## config.mk

```make
export PLATFORM = sky130hd
export DESIGN_NAME = pmcp_port
export DESIGN_NICKNAME = d
export VERILOG_FILES = /design/src/inc/pmcp_pkg.sv /design/src/logic/pmcp_port.sv
export VERILOG_INCLUDE_DIRS = /design/src /design/src/inc
export SDC_FILE = /design/constraint.sdc
export NUM_CORES = 1
export LEC_CHECK = 0
export ABC_CLOCK_PERIOD_IN_PS = 5200
export BUFFER_PORTS_ARGS = -buffer_cell sky130_fd_sc_hd__buf_2
export CAP_MARGIN = 20
export CORE_MARGIN = 4
export CORE_UTILIZATION = 51
export DETAILED_ROUTE_END_ITERATION = 7
export PLACE_DENSITY = 0.86
export SLEW_MARGIN = 20
export SYNTH_ARGS = -nofsm -noshare
export SYNTH_HDL_FRONTEND = slang
export SYNTH_SLANG_ARGS = --single-unit
```

## constraint.sdc

```tcl
create_clock -name mclk_i -period 5.2 [get_ports mclk_i]
set_input_delay 1.04 -clock mclk_i [delete_from_list [all_inputs] [get_ports mclk_i]]
set_output_delay 1.04 -clock mclk_i [all_outputs]
set_load 0.01 [all_outputs]
```

## src/inc/pmcp_cfg.svh

```systemverilog
// Purpose: constants for the phy management port
// Assumes: one management clock, 20 MHz
// Notes:   offsets are local to the soft register space
//
// Operation
// - management clock times port and sequencer
// - high level reset clears whole core
// - address width ten plus log2 lanes
// - top address bit selects target space
// - read strobe returns 32-bit read word
// - stall held until request can complete
// - one serial pin pair per lane
`ifndef PMCP_CFG_SVH
`define PMCP_CFG_SVH
`define PMCP_BASE_ADDR_W   10
`define PMCP_OFS_RESET_CTL 10'h000
`define PMCP_OFS_LOOPBACK  10'h001
`define PMCP_OFS_STATUS    10'h002
`define PMCP_RST_RESET_CTL 32'h0000_0000
`define PMCP_RST_LOOPBACK  32'h0000_0000
`define PMCP_SEQ_CYCLES    8'h10
`define PMCP_DEAD_WORD     32'h0000_0000
`endif

```

## src/inc/pmcp_pkg.sv

```systemverilog
// Purpose: types for the phy management port
// Assumes: nothing
// Notes:   none
package pmcp_pkg;
  typedef enum logic [1:0] {
    PMCP_IDLE,
    PMCP_XCVR_WAIT,
    PMCP_ANSWER
  } pmcp_state_t;
endpackage : pmcp_pkg

```

## src/logic/pmcp_port.sv

```systemverilog
// Purpose: management port with soft reset and loopback registers
// Assumes: host holds request while stall is high
// Notes:   transceiver space is passed through to reconfig port
`timescale 1ns/1ps
`default_nettype none
`include "pmcp_cfg.svh"
module pmcp_port #(
  parameter int LANES = 4
) (
  input  wire logic                         mclk_i,
  input  wire logic                         rst_b_i,
  input  wire logic                         mgmt_rst_i,
  input  wire logic [`PMCP_BASE_ADDR_W+$clog2(LANES)-1:0] mgmt_addr_i,
  input  wire logic                         mgmt_write_i,
  input  wire logic [31:0]                  mgmt_write_word_i,
  input  wire logic                         mgmt_read_i,
  output logic      [31:0]                  mgmt_read_word_o,
  output logic                              mgmt_stall_o,
  input  wire logic                         retune_busy_i,
  output logic                              xcvr_read_o,
  output logic                              xcvr_write_o,
  output logic      [`PMCP_BASE_ADDR_W+$clog2(LANES)-2:0] xcvr_addr_o,
  output logic      [31:0]                  xcvr_write_word_o,
  input  wire logic [31:0]                  xcvr_read_word_i,
  input  wire logic                         xcvr_stall_i,
  output logic                              core_reset_o,
  output logic      [LANES-1:0]             loopback_o,
  output logic      [LANES-1:0]             tx_serial_o,
  input  wire logic [LANES-1:0]             rx_serial_i,
  input  wire logic [LANES-1:0]             tx_lane_data_i,
  output logic      [LANES-1:0]             rx_lane_data_o
);
  import pmcp_pkg::*;

  // ****************************************
  // parameter check
  // ****************************************
  // address width grows with lanes
  localparam int AW   = `PMCP_BASE_ADDR_W + $clog2(LANES);
  localparam int OFSW = `PMCP_BASE_ADDR_W;
  generate
    // one lane leaves no spare msb above the offset
    if (LANES < 2 || LANES > 32) begin : g_bad_lanes
      $error("LANES must be 2 to 32");
    end
    if (AW <= OFSW) begin : g_bad_addr
      $error("address has no space select bit");
    end
    if (`PMCP_SEQ_CYCLES == 8'h00) begin : g_bad_seq
      $error("reset sequence length must be nonzero");
    end
  endgenerate

  // ****************************************
  // decode helpers
  // ****************************************
  // offset compare, shared by write and read paths
  function automatic logic pmcp_hit(input logic [9:0] addr_ofs,
                                    input logic [9:0] target);
    return addr_ofs == target;
  endfunction : pmcp_hit

  // ****************************************
  // address decode
  // ****************************************
  pmcp_state_t       state_r;
  logic              busy_req;
  logic              xcvr_sel;
  logic [9:0]        ofs;
  logic              soft_wr;
  logic              soft_rd;
  logic              xcvr_done;
  logic [31:0]       reset_ctl_r;
  logic [LANES-1:0]  loop_r;
  logic [7:0]        seq_cnt_r;
  logic              rst_any;
  logic [31:0]       read_word_r;

  // read and write strobes are treated alike
  assign busy_req  = mgmt_read_i | mgmt_write_i;
  assign xcvr_sel  = mgmt_addr_i[AW-1];
  assign ofs       = mgmt_addr_i[9:0];
  // soft accesses only count in idle
  assign soft_wr   = (state_r == PMCP_IDLE) & mgmt_write_i & ~xcvr_sel;
  assign soft_rd   = (state_r == PMCP_IDLE) & mgmt_read_i & ~xcvr_sel;
  assign xcvr_done = (state_r == PMCP_XCVR_WAIT) & ~xcvr_stall_i;
  // level reset, soft bit as well
  assign rst_any   = mgmt_rst_i | reset_ctl_r[0];

  // ****************************************
  // reset sequencer
  // ****************************************
  // sequencer on management clock
  always_ff @(posedge mclk_i or negedge rst_b_i) begin
    if (!rst_b_i) begin
      seq_cnt_r <= `PMCP_SEQ_CYCLES;
    end else if (rst_any) begin
      seq_cnt_r <= `PMCP_SEQ_CYCLES;
    end else if (seq_cnt_r != 8'h00) begin
      seq_cnt_r <= seq_cnt_r - 8'h01;
    end
  end
  // core held while reset or counting
  assign core_reset_o = rst_any | (seq_cnt_r != 8'h00);

  // ****************************************
  // access sequencing
  // ****************************************
  // stall until answer ready
  always_ff @(posedge mclk_i or negedge rst_b_i) begin
    if (!rst_b_i) begin
      state_r <= PMCP_IDLE;
    end else if (mgmt_rst_i) begin
      state_r <= PMCP_IDLE;
    end else begin
      unique case (state_r)
        PMCP_IDLE: begin
          if (busy_req) begin
            state_r <= xcvr_sel ? PMCP_XCVR_WAIT : PMCP_ANSWER;
          end
        end
        PMCP_XCVR_WAIT: begin
          if (!xcvr_stall_i) begin
            state_r <= PMCP_ANSWER;
          end
        end
        PMCP_ANSWER: begin
          state_r <= PMCP_IDLE;
        end
        // spare code of the two-bit state
        default: begin
          state_r <= PMCP_IDLE;
        end
      endcase
    end
  end
  // stall is combinational so a held strobe sees it at once
  assign mgmt_stall_o = busy_req & (state_r != PMCP_ANSWER);

  // ****************************************
  // transceiver forwarding
  // ****************************************
  // address is passed without its select bit
  // forward transceiver space
  assign xcvr_read_o       = (state_r == PMCP_XCVR_WAIT) & mgmt_read_i;
  assign xcvr_write_o      = (state_r == PMCP_XCVR_WAIT) & mgmt_write_i;
  assign xcvr_addr_o       = mgmt_addr_i[AW-2:0];
  assign xcvr_write_word_o = mgmt_write_word_i;

  // ****************************************
  // soft registers
  // ****************************************
  // reset control word, written in idle
  always_ff @(posedge mclk_i or negedge rst_b_i) begin
    if (!rst_b_i) begin
      reset_ctl_r <= `PMCP_RST_RESET_CTL;
    end else if (mgmt_rst_i) begin
      reset_ctl_r <= `PMCP_RST_RESET_CTL;
    end else if (soft_wr && pmcp_hit(ofs, `PMCP_OFS_RESET_CTL)) begin
      reset_ctl_r <= mgmt_write_word_i;
    end
  end

  always_ff @(posedge mclk_i or negedge rst_b_i) begin
    if (!rst_b_i) begin
      loop_r <= LANES'(`PMCP_RST_LOOPBACK);
    end else if (mgmt_rst_i) begin
      loop_r <= LANES'(`PMCP_RST_LOOPBACK);
    end else if (soft_wr && pmcp_hit(ofs, `PMCP_OFS_LOOPBACK)) begin
      loop_r <= mgmt_write_word_i[LANES-1:0];
    end
  end
  assign loopback_o = loop_r;

  always_ff @(posedge mclk_i or negedge rst_b_i) begin
    if (!rst_b_i) begin
      read_word_r <= `PMCP_DEAD_WORD;
    end else if (mgmt_rst_i) begin
      // global reset clears the answer too
      read_word_r <= `PMCP_DEAD_WORD;
    end else if (soft_rd) begin
      if (pmcp_hit(ofs, `PMCP_OFS_RESET_CTL)) begin
        read_word_r <= reset_ctl_r;
      end else if (pmcp_hit(ofs, `PMCP_OFS_LOOPBACK)) begin
        read_word_r <= 32'(loop_r);
      end else if (pmcp_hit(ofs, `PMCP_OFS_STATUS)) begin
        read_word_r <= {31'h0000_0000, core_reset_o};
      end else begin
        // unmapped offsets answer zero
        read_word_r <= `PMCP_DEAD_WORD;
      end
    end else if (xcvr_done && mgmt_read_i) begin
      // writes leave the last answer standing
      read_word_r <= xcvr_read_word_i;
    end
  end
  assign mgmt_read_word_o = read_word_r;

  // ****************************************
  // serial lanes
  // ****************************************
  // one pin pair per lane
  genvar gi;
  generate
    for (gi = 0; gi < LANES; gi++) begin : g_lane
      // lanes stay quiet while the core is held
      assign tx_serial_o[gi]    = core_reset_o ? 1'b0 : tx_lane_data_i[gi];
      assign rx_lane_data_o[gi] = core_reset_o ? 1'b0 :
                                  (loop_r[gi] ? tx_lane_data_i[gi] : rx_serial_i[gi]);
    end
  endgenerate

  // retune busy has no function here
  logic unused_ok;
  assign unused_ok = retune_busy_i;
endmodule : pmcp_port
`default_nettype wire

```

==> summary.txt, run 1 <==
GRT Total Usage -> 0.216
depth of the worst register-to-register path -> 4
Die X -> 96.3 µm
cell total after placement -> 615
yosys warns -> 0
P_leak -> 0.00261 µW
Layout Cells excl Fill -> 631
cell mode on critical path -> buf_2
CP max FO -> 43
Worst Hold Class -> reg2reg
area delta synth->final -> 19.6%
Crit Reg-Reg Startpoint -> state_r[0]
Worst Path Arrival -> 2.77 ns
Core Rows -> 31
cts hold-fix bufs -> 0
pwr/cell area -> 266 nW/µm²
Distinct cells, synth -> 45
most common cell in the netlist -> dfrtp_1
worst setup path category -> in2out
WL per Instance -> 16.1 µm
antenna violations before repair -> 0
I/O pins -> 182
pre-CTS WS -> 1.39 ns
number of diodes -> 0
Detail Route met2 WL -> 5.39 mm
FILL cells -> 629
first-pass GRT wire length -> 15.6 mm
synthesized area -> 3980 µm²
post-synthesis sequential area ratio -> 0.491
crit path cell chain -> buf_2, or2_2, nor3_4, inv_4, nor2_1, buf_2
Async S/R FF share, synth -> 1.00
setup bufs post-CTS -> 0
TritonCTS Buffers -> 9
register-to-register setup slack -> 2.97 ns
grt total ovfl -> 0
crit path max-delay cell type -> or2_2
maximum number of pins on one net before global-route repair -> 79
hold path endpoint -> mgmt_read_word_o[27]
HPWL Detailed -> 7.05 mm
vias in the first global route -> 3380
Final min period -> 3.81 ns
Worst VDD drop -> 177 µV
Final Cycle Share -> 0.733
hold_sp -> reset_ctl_r[27]
clk slew on worst S/H paths -> 0.08 ns
Post-route DRC -> 0
post-route setup slack -> 1.39 ns
Core Footprint -> 7410 µm²
Die ar. -> 9280 µm²
wire length on met1 -> 4.05 mm
Routed met3 length -> 648 µm
RSZ-0062 raised after global routing -> no
htree depth -> 3
initial drt markers -> 143
Worst path max stage delay -> 0.50 ns
max_cap viols -> 0
Top Metal Used -> met4
GPL Wtd Cong -> 0.875
main flop type after synthesis -> dfrtp_1
Synth top cells by count -> dfrtp_1, nand2_1, buf_4
#FFs+latches synth -> 78
Hold Fails Final Rpt -> 0
Post-synth EDFFs -> 0
reg2reg end -> reset_ctl_r[9]
largest cells by area after synthesis -> dfrtp_1, buf_4, nand2_1
clock root buffer -> clkbuf_8
CP endpoint kind -> primary output
worst-margin pin slew -> 0.971 ns
Die Y-Extent -> 96.3 µm
top cell type's share of synthesized area -> 0.484
Slew Viols, Final -> 0
nets -> 619
drt pass-1 iters -> 4
via/cell ratio -> 5.43
Antenna Nets Post-Route -> 0
Worst Clk Skew -> 0.00970 ns
CTS tree -> done
CTS Buffer Depth -> 2
clk_lat worst skew -> 0.33 ns
Gate Count Post-Synth -> 402
# port buffers -> 178
Starting Density -> 0.537
status -> finished clean
CP required -> 4.16 ns
Syn Nets -> 494
WHS Path Cells -> 1
setup TNS -> 0 ns
PostCTS Resize Cnt -> 0
normalized max-slew margin -> 0.353
Yosys top cell by area -> dfrtp_1
drt total wl -> 10.2 mm
Worst setup SP type -> input port
routed vias -> 3424
# setup viols final -> 0
syn avg cell area -> 9.90 µm²
clock sinks -> 78
layout cells sized above 1 -> 0.393
Fmax -> 262 MHz
-- worst max-delay path by stage --
stage | start | cells after the start | to | slack (ns)
after floorplan | mgmt_rst_i | 6 | rx_lane_data_o[0] | 1.95
after global placement | mgmt_rst_i | 6 | rx_lane_data_o[0] | 1.47
after detailed placement | mgmt_rst_i | 6 | rx_lane_data_o[3] | 1.39
after CTS | mgmt_rst_i | 6 | rx_lane_data_o[3] | 1.38
after global routing | mgmt_rst_i | 6 | rx_lane_data_o[0] | 1.29
final | mgmt_rst_i | 6 | rx_lane_data_o[3] | 1.39
-- worst max-delay path: cells and delay by family --
family,cells,cell delay [ns]
buf+inv,3,0.62
simple gates,3,1.09
-- through the flow --
stage / cell area, µm² / total power (µW) / hold WS (ns) / utilization
floorplan: 3980 / 795 / 0.449 / -
global placement: 4580 / 862 / 0.454 / 0.619
detailed placement: 4580 / 873 / 0.462 / 0.619
CTS: 4760 / 1280 / 0.476 / 0.643
global route: 4760 / 1340 / 0.491 / 0.643
finish: 4760 / 1260 / 0.475 / 0.643
-- cell usage in the layout, fill, tap and decap left out, drive strengths merged, types with 6 or more instances in the layout --
cell | netlist | layout
a22o | 28 | 28
a21oi | 38 | 38
a21o | 28 | 28
mux2i | 14 | 14
dfrtp | 77 | 77
o21ai | 6 | 6
nor2 | 17 | 17
nand2 | 68 | 68
clkbuf | 15 | 11
buf | 53 | 182
-- routing by layer --
layer | global-route usage | vias to the layer above
li1 | - | 1611
met1 | 0.251 | 1693
met2 | 0.395 | 110
met3 | 0.0602 | 10
met4 | 0.0479 | 0
met5 | 0 | -
-- final cells by class --
type	instances	area (µm²)	area share
Multi-Input combinational cell	252	1570	0.329
Clock buffer	11	141	0.0297
Tap cell	99	124	0.0260
Timing Repair Buffer	182	923	0.194
Clock inverter	5	35.0	0.00736
Sequential cell	78	1950	0.410
Inverter	4	17.5	0.00368
-- power breakdown --
part | internal (µW) | leakage [µW] | switching (µW) | total [µW]
Clock | 186 | 0.0000776 | 214 | 400
Combinational | 92.5 | 0.00146 | 122 | 214
Sequential | 628 | 0.00108 | 22.4 | 651
-- logic make-up after synthesis --
kind of cell / count (synthesis) / share of synthesized area
AOI/OAI and AO/OA: 111 / 0.193
xor gates and xnor gates: 1 / 0.00220
adders and majority gates: 1 / 0.00314
buffers and inverters: 72 / 0.117
DFF: 78 / 0.491
muxes: 14 / 0.0352
and+or+nand+nor: 125 / 0.159
-- flip-flops by register name (all words and copies together), names as in the netlist --
name,flops
reset_ctl_r,32
loopback_o,4
seq_cnt_r,8
mgmt_read_word_o,32
state_r,2
Power figures use the tool's default switching activity.
==> inputs of run 2 (changes only) <==
--- a/config.mk
+++ b/config.mk
@@ -6,13 +6,13 @@
 export SDC_FILE = /design/constraint.sdc
 export NUM_CORES = 1
 export LEC_CHECK = 0
-export ABC_CLOCK_PERIOD_IN_PS = 5200
+export ABC_CLOCK_PERIOD_IN_PS = 3900
 export BUFFER_PORTS_ARGS = -buffer_cell sky130_fd_sc_hd__buf_2
 export CAP_MARGIN = 20
 export CORE_MARGIN = 4
-export CORE_UTILIZATION = 51
+export CORE_UTILIZATION = 47
 export DETAILED_ROUTE_END_ITERATION = 7
-export PLACE_DENSITY = 0.86
+export PLACE_DENSITY = 0.8
 export SLEW_MARGIN = 20
 export SYNTH_ARGS = -nofsm -noshare
 export SYNTH_HDL_FRONTEND = slang
==> constraint.sdc (replaced) <==
create_clock -name mclk_i -period 3.9 [get_ports mclk_i]
set_input_delay 0.78 -clock mclk_i [delete_from_list [all_inputs] [get_ports mclk_i]]
set_output_delay 0.78 -clock mclk_i [all_outputs]
set_load 0.01 [all_outputs]
==> run 2 against run 1 <==
  * Register-to-register slack got worse by 1.4 ns
  * Final cell count rose by 1.3%
  * Sequential cell count stayed put
  * Die area is 7.8% higher
  * Clock power rose by 45%
  * Total power grew 37%
  * Critical path depth grew 1
  * Largest cell class unchanged
  * Largest power group unchanged
==> summary.txt, run 2 (synthesis results as in run 1) <==
normalized max-slew margin -> 0.348 (was 0.353)
post-route design area -> 4800 µm² (was 4760 µm²)
commonest non-fill, non-tap cell in the layout -> buf_2 (unchanged)
area delta synth->final -> 20.5% (was 19.6%)
antenna violations before repair -> 0 (unchanged)
PostCTS Resize Cnt -> 0 (unchanged)
Net Sw Power -> 509 µW (was 358 µW)
CP max FO -> 10 (was 43)
clk slew on worst S/H paths -> 0.09 ns (was 0.08 ns)
via/cell ratio -> 5.34 (was 5.43)
clk_lat worst skew -> 0.34 ns (was 0.33 ns)
WL per Instance -> 16.0 µm (was 16.1 µm)
layout cells sized above 1 -> 0.395 (was 0.393)
TritonCTS Buffers -> 9 (unchanged)
GRT Total Usage -> 0.203 (was 0.216)
Comb pwr share -> 0.163 (was 0.169)
Antenna Nets Post-Route -> 0 (unchanged)
drt total wl -> 10.2 mm (about the same)
Die Y-Extent -> 100 µm (was 96.3 µm)
Worst VDD drop -> 235 µV (was 177 µV)
clock share of power -> 0.336 (was 0.316)
CTS Buffer Depth -> 2 (unchanged)
maximum number of pins on one net before global-route repair -> 79 (unchanged)
vias in the first global route -> 3382 (was 3380)
drt pass-1 iters -> 4 (unchanged)
pre-CTS WS -> 1.05 ns (was 1.39 ns)
Fmax -> 330 MHz
clock root buffer -> clkbuf_8 (unchanged)
# setup viols final -> 0 (unchanged)
Reg power frac -> 0.501 (was 0.515)
Starting Density -> 0.484 (was 0.537)
Core Footprint -> 8220 µm² (was 7410 µm²)
CP endpoint kind -> primary output (unchanged)
clock sinks -> 78 (unchanged)
Final Cycle Share -> 0.777
setup bufs post-CTS -> 0 (unchanged)
status -> finished clean (unchanged)
Sw Share -> 0.294 (was 0.283)
internal power -> 1220 µW (was 906 µW)
Slew Viols, Final -> 0 (unchanged)
CTS tree -> done (unchanged)
htree depth -> 3 (unchanged)
worst-margin pin slew -> 0.978 ns (was 0.971 ns)
number of diodes -> 0 (unchanged)
nets -> 621 (was 619)
Worst setup SP type -> flip-flop (was input port)
Hold Fails Final Rpt -> 0 (unchanged)
HPWL Detailed -> 7.25 mm (was 7.05 mm)
setup TNS -> 0 ns (unchanged)
post-route setup slack -> 0.871 ns (was 1.39 ns)
CP required -> 3.12 ns (was 4.16 ns)
Worst Clk Skew -> 0.00955 ns (was 0.00970 ns)
worst setup path category -> reg2out (was in2out)
Worst Hold Class -> reg2reg (unchanged)
grt total ovfl -> 0 (unchanged)
pwr/cell area -> 360 nW/µm² (was 266 nW/µm²)
P_leak -> 0.00264 µW (was 0.00261 µW)
initial drt markers -> 92 (was 143)
final core occ -> 0.584 (was 0.643)
Post-route DRC -> 0 (unchanged)
routed vias -> 3412 (was 3424)
Die X -> 100 µm (was 96.3 µm)
DP Area -> 4610 µm² (was 4580 µm²)
max_cap viols -> 0 (unchanged)
# port buffers -> 178 (unchanged)
Worst Path Arrival -> 2.25 ns (was 2.77 ns)
Die ar. -> 10000 µm² (was 9280 µm²)
Final min period -> 3.03 ns
Core Rows -> 33 (was 31)
FILL cells -> 742 (was 629)
WHS -> 0.473 ns (was 0.475 ns)
first-pass GRT wire length -> 16.3 mm (was 15.6 mm)
commonest cells after routing, fill and taps aside -> buf_2, dfrtp_1, nand2_1 (unchanged)
I/O pins -> 182 (unchanged)
RSZ-0062 raised after global routing -> no (unchanged)
cts hold-fix bufs -> 0 (unchanged)
GPL Wtd Cong -> 0.852 (was 0.875)
[run 2: cell types whose count changed in the layout (fill, tap and decap cells not counted)]
cell,before,now
and4_1,1,2
and4_2,1,0
buf_4,5,7
clkbuf_1,1,0
clkinv_2,1,0
clkinv_4,0,3
clkinvlp_4,4,1
inv_6,0,1
inv_8,0,1
[run 2: critical path, cell delays in order (launching register included)]
cell	delay, ns
dfrtp_1	0.38
inv_1	0.09
ha_1	0.20
or4b_4	0.49
nor3_4	0.39
inv_4	0.11
nor2_1	0.11
buf_2	0.13
[run 2: layer usage]
layer / vias up / GRT usage / wire [µm]
met3: 10 / 0.0452 / 793
met5: - / 0 / 0
met1: 1645 / 0.262 / 4300
met2: 137 / 0.347 / 5030
li1: 1620 / - / -
met4: 0 / 0.0549 / 88
[run 2: final timing paths]
path,start,end,slack (ns),cells past startpoint
worst min-delay path,reset_ctl_r[11],mgmt_read_word_o[11],0.47,1
worst max register to register,state_r[1],mgmt_read_word_o[25],1.53,5
worst min register to register,reset_ctl_r[11],mgmt_read_word_o[11],0.47,1
worst max-delay path,seq_cnt_r[0],rx_lane_data_o[1],0.87,7
max in group asynchronous,rst_b_i,mgmt_read_word_o[12],2.68,1
min in group asynchronous,rst_b_i,mgmt_read_word_o[27],0.59,1
[run 2: layout make-up]
| cell class | count | area, µm² | share of cell area |
|---|---|---|---|
| clock buffers | 10 | 138 | 0.0287 |
| clock inverters | 6 | 53.8 | 0.0112 |
| inverters | 4 | 17.5 | 0.00365 |
| multi-input cells | 252 | 1570 | 0.326 |
| flip-flops and latches | 78 | 1950 | 0.407 |
| well taps | 105 | 131 | 0.0274 |
| repair buffers | 184 | 938 | 0.196 |
[run 2: power by group through the flow]
stage / clock, µW / sequential (µW) / combinational [µW]
after detailed placement: 0 / 881 / 285
after floorplan: 0 / 876 / 184
after global placement: 0 / 878 / 275
after global routing: 632 / 871 / 313
after CTS: 591 / 865 / 286
final: 581 / 866 / 282
[run 2: through the flow]
stage               std cells  total power (µW)
global route              639              1820
finish                    639              1730
detailed placement        623              1170
CTS                       639              1740
global placement          623              1150
floorplan                 402              1060
==> inputs of run 3 (changes only) <==
--- a/config.mk
+++ b/config.mk
@@ -6,13 +6,13 @@
 export SDC_FILE = /design/constraint.sdc
 export NUM_CORES = 1
 export LEC_CHECK = 0
-export ABC_CLOCK_PERIOD_IN_PS = 3900
+export ABC_CLOCK_PERIOD_IN_PS = 2500
 export BUFFER_PORTS_ARGS = -buffer_cell sky130_fd_sc_hd__buf_2
 export CAP_MARGIN = 20
 export CORE_MARGIN = 4
-export CORE_UTILIZATION = 47
+export CORE_UTILIZATION = 43
 export DETAILED_ROUTE_END_ITERATION = 7
-export PLACE_DENSITY = 0.8
+export PLACE_DENSITY = 0.77
 export SLEW_MARGIN = 20
 export SYNTH_ARGS = -nofsm -noshare
 export SYNTH_HDL_FRONTEND = slang
==> constraint.sdc (replaced) <==
create_clock -name mclk_i -period 2.5 [get_ports mclk_i]
set_input_delay 0.5 -clock mclk_i [delete_from_list [all_inputs] [get_ports mclk_i]]
set_output_delay 0.5 -clock mclk_i [all_outputs]
set_load 0.01 [all_outputs]
==> run 3 against run 2 <==
  * The run now ends with setup timing left
  * Core utilization down 2.8 points
  * Total power increased by 62%
  * Sequential share of layout area decreased by 1.0 points
  * Sequential cell count is the same
  * Worst setup slack got worse by 0.90 ns
  * Global-route usage down 0.73 points
  * Routed wire length increased by 2.5%
  * Clock skew up 0.0022 ns
  * Largest power group unchanged
  * Critical endpoint is now rx_lane_data_o[0]
==> summary.txt, run 3 (synthesis results as in run 1) <==
Core Rows -> 34 (was 33)
number of diodes -> 0 (unchanged)
setup TNS -> -0.142 ns (was 0 ns)
normalized max-slew margin -> 0.565 (was 0.348)
worst setup path category -> reg2out (unchanged)
Tot Pwr -> 2800 µW (was 1730 µW)
P_leak -> 0.00270 µW (was 0.00264 µW)
CTS tree -> done (unchanged)
Final min period -> 2.53 ns
Die X -> 104 µm (was 100 µm)
Fmax -> 395 MHz
nets -> 631 (was 621)
Final Cycle Share -> 1.01
first-pass GRT wire length -> 17.6 mm (was 16.3 mm)
routed vias -> 3480 (was 3412)
Core Footprint -> 8850 µm² (was 8220 µm²)
GRT Total Usage -> 0.196 (was 0.203)
Worst Hold Class -> in2async (was reg2reg)
CP max FO -> 6 (was 10)
max_cap viols -> 0 (unchanged)
Die Y-Extent -> 104 µm (was 100 µm)
Worst Path Arrival -> 2.03 ns (was 2.25 ns)
status -> finished with violations (was finished clean)
clk slew on worst S/H paths -> 0.08 ns (was 0.09 ns)
CP required -> 2.00 ns (was 3.12 ns)
Worst VDD drop -> 279 µV (was 235 µV)
# setup viols final -> 8 (was 0)
Die ar. -> 10900 µm² (was 10000 µm²)
Starting Density -> 0.450 (was 0.484)
# port buffers -> 178 (unchanged)
Worst setup SP type -> flip-flop (unchanged)
initial drt markers -> 133 (was 92)
Worst Clk Skew -> 0.0117 ns (was 0.00955 ns)
clock sinks -> 78 (unchanged)
GPL Wtd Cong -> 0.880 (was 0.852)
grt total ovfl -> 0 (unchanged)
drt pass-1 iters -> 4 (unchanged)
Post-route DRC -> 0 (unchanged)
maximum number of pins on one net before global-route repair -> 79 (unchanged)
pwr/cell area -> 569 nW/µm² (was 360 nW/µm²)
Hold Fails Final Rpt -> 0 (unchanged)
post-route setup slack -> -0.0316 ns (was 0.871 ns)
RSZ-0062 raised after global routing -> yes (was no)
Slew Viols, Final -> 0 (unchanged)
WL per Instance -> 16.1 µm (was 16.0 µm)
CTS Buffer Depth -> 2 (unchanged)
area delta synth->final -> 23.7% (was 20.5%)
clk_lat worst skew -> 0.34 ns (about the same)
drt total wl -> 10.5 mm (was 10.2 mm)
clock root buffer -> clkbuf_8 (unchanged)
via/cell ratio -> 5.34 (about the same)
commonest non-fill, non-tap cell in the layout -> buf_2 (unchanged)
worst-margin pin slew -> 0.643 ns (was 0.978 ns)
TritonCTS Buffers -> 9 (unchanged)
vias in the first global route -> 3615 (was 3382)
antenna violations before repair -> 0 (unchanged)
I/O pins -> 182 (unchanged)
Antenna Nets Post-Route -> 0 (unchanged)
HPWL Detailed -> 7.19 mm (was 7.25 mm)
commonest cells after routing, fill and taps aside -> buf_2, dfrtp_1, nand2_1 (unchanged)
cts hold-fix bufs -> 0 (unchanged)
CP endpoint kind -> primary output (unchanged)
layout cells sized above 1 -> 0.410 (was 0.395)
failing checks -> setup timing
htree depth -> 3 (unchanged)
[run 3: cell types whose count changed in the layout (fill, tap and decap cells not counted), moves of 2 or more]
cell and delta:
buf_4 +8, buf_12 +2, clkinv_4 -2, inv_1 -2, inv_2 +2
[run 3: where the power goes]
part | internal, µW | total (µW) | switching (µW)
Clock | 489 | 944 | 455
Sequential | 1310 | 1350 | 46.6
Combinational | 238 | 505 | 267
Total | 2030 | 2800 | 769
[run 3: repair_timing]
| action | 4_1_cts | 5_1_grt |
|---|---|---|
| endpoints found under the setup margin | 9 | 9 |
| setup buffers | 5 | 3 |
| resized for setup | 4 | 0 |
| pin swaps | 9 | 2 |
| gates cloned | 0 | 0 |
| hold endpoints to repair | 0 | 0 |
[run 3: area by class of cell]
class / count / area (µm²)
Fill cell: 830 / 3930
Clock buffer: 11 / 141
Sequential cell: 78 / 1950
Tap cell: 108 / 135
Multi-Input combinational cell: 252 / 1580
Timing Repair Buffer: 194 / 1040
Inverter: 4 / 17.5
Clock inverter: 5 / 58.8
[run 3: worst paths after layout]
kind	startpoint	end	slack (ns)	cells after the start
max	seq_cnt_r[0]	rx_lane_data_o[0]	-0.03	7
min	rst_b_i	loopback_o[2]	0.15	2
max reg2reg	seq_cnt_r[0]	mgmt_read_word_o[0]	0.30	9
min reg2reg	reset_ctl_r[24]	mgmt_read_word_o[24]	0.47	1
max in group asynchronous	rst_b_i	mgmt_read_word_o[10]	1.99	2
min in group mclk_i	mgmt_write_word_i[29]	reset_ctl_r[29]	0.40	3
[run 3: layer usage]
metal | vias to the layer above | share of wire | wire, µm | GRT usage
li1 | 1639 | - | - | -
met1 | 1704 | 0.41 | 4280 | 0.231
met2 | 131 | 0.51 | 5400 | 0.353
met3 | 6 | 0.068 | 715 | 0.0521
met4 | 0 | 0.0078 | 82 | 0.0503
met5 | - | 0 | 0 | 0
[run 3: critical path, stage by stage, from the launching register on]
cell,delay [ns]
dfrtp_1,0.40
inv_2,0.08
ha_4,0.13
or4b_4,0.47
nor3_4,0.29
inv_4,0.08
nor2_1,0.09
buf_2,0.14
[run 3: metrics by stage]
stage,hold WS [ns],cell area (µm²),worst slack [ns],utilization,std cells
6_report,0.148,4920,-0.0316,0.556,652
5_1_grt,0.199,4920,-0.134,0.556,652
4_1_cts,0.180,4900,-0.0221,0.554,649
3_5_place_dp,0.461,4650,0.164,0.525,628
3_3_place_gp,0.455,4650,0.234,0.525,628
2_1_floorplan,0.204,3980,0.308,-,402
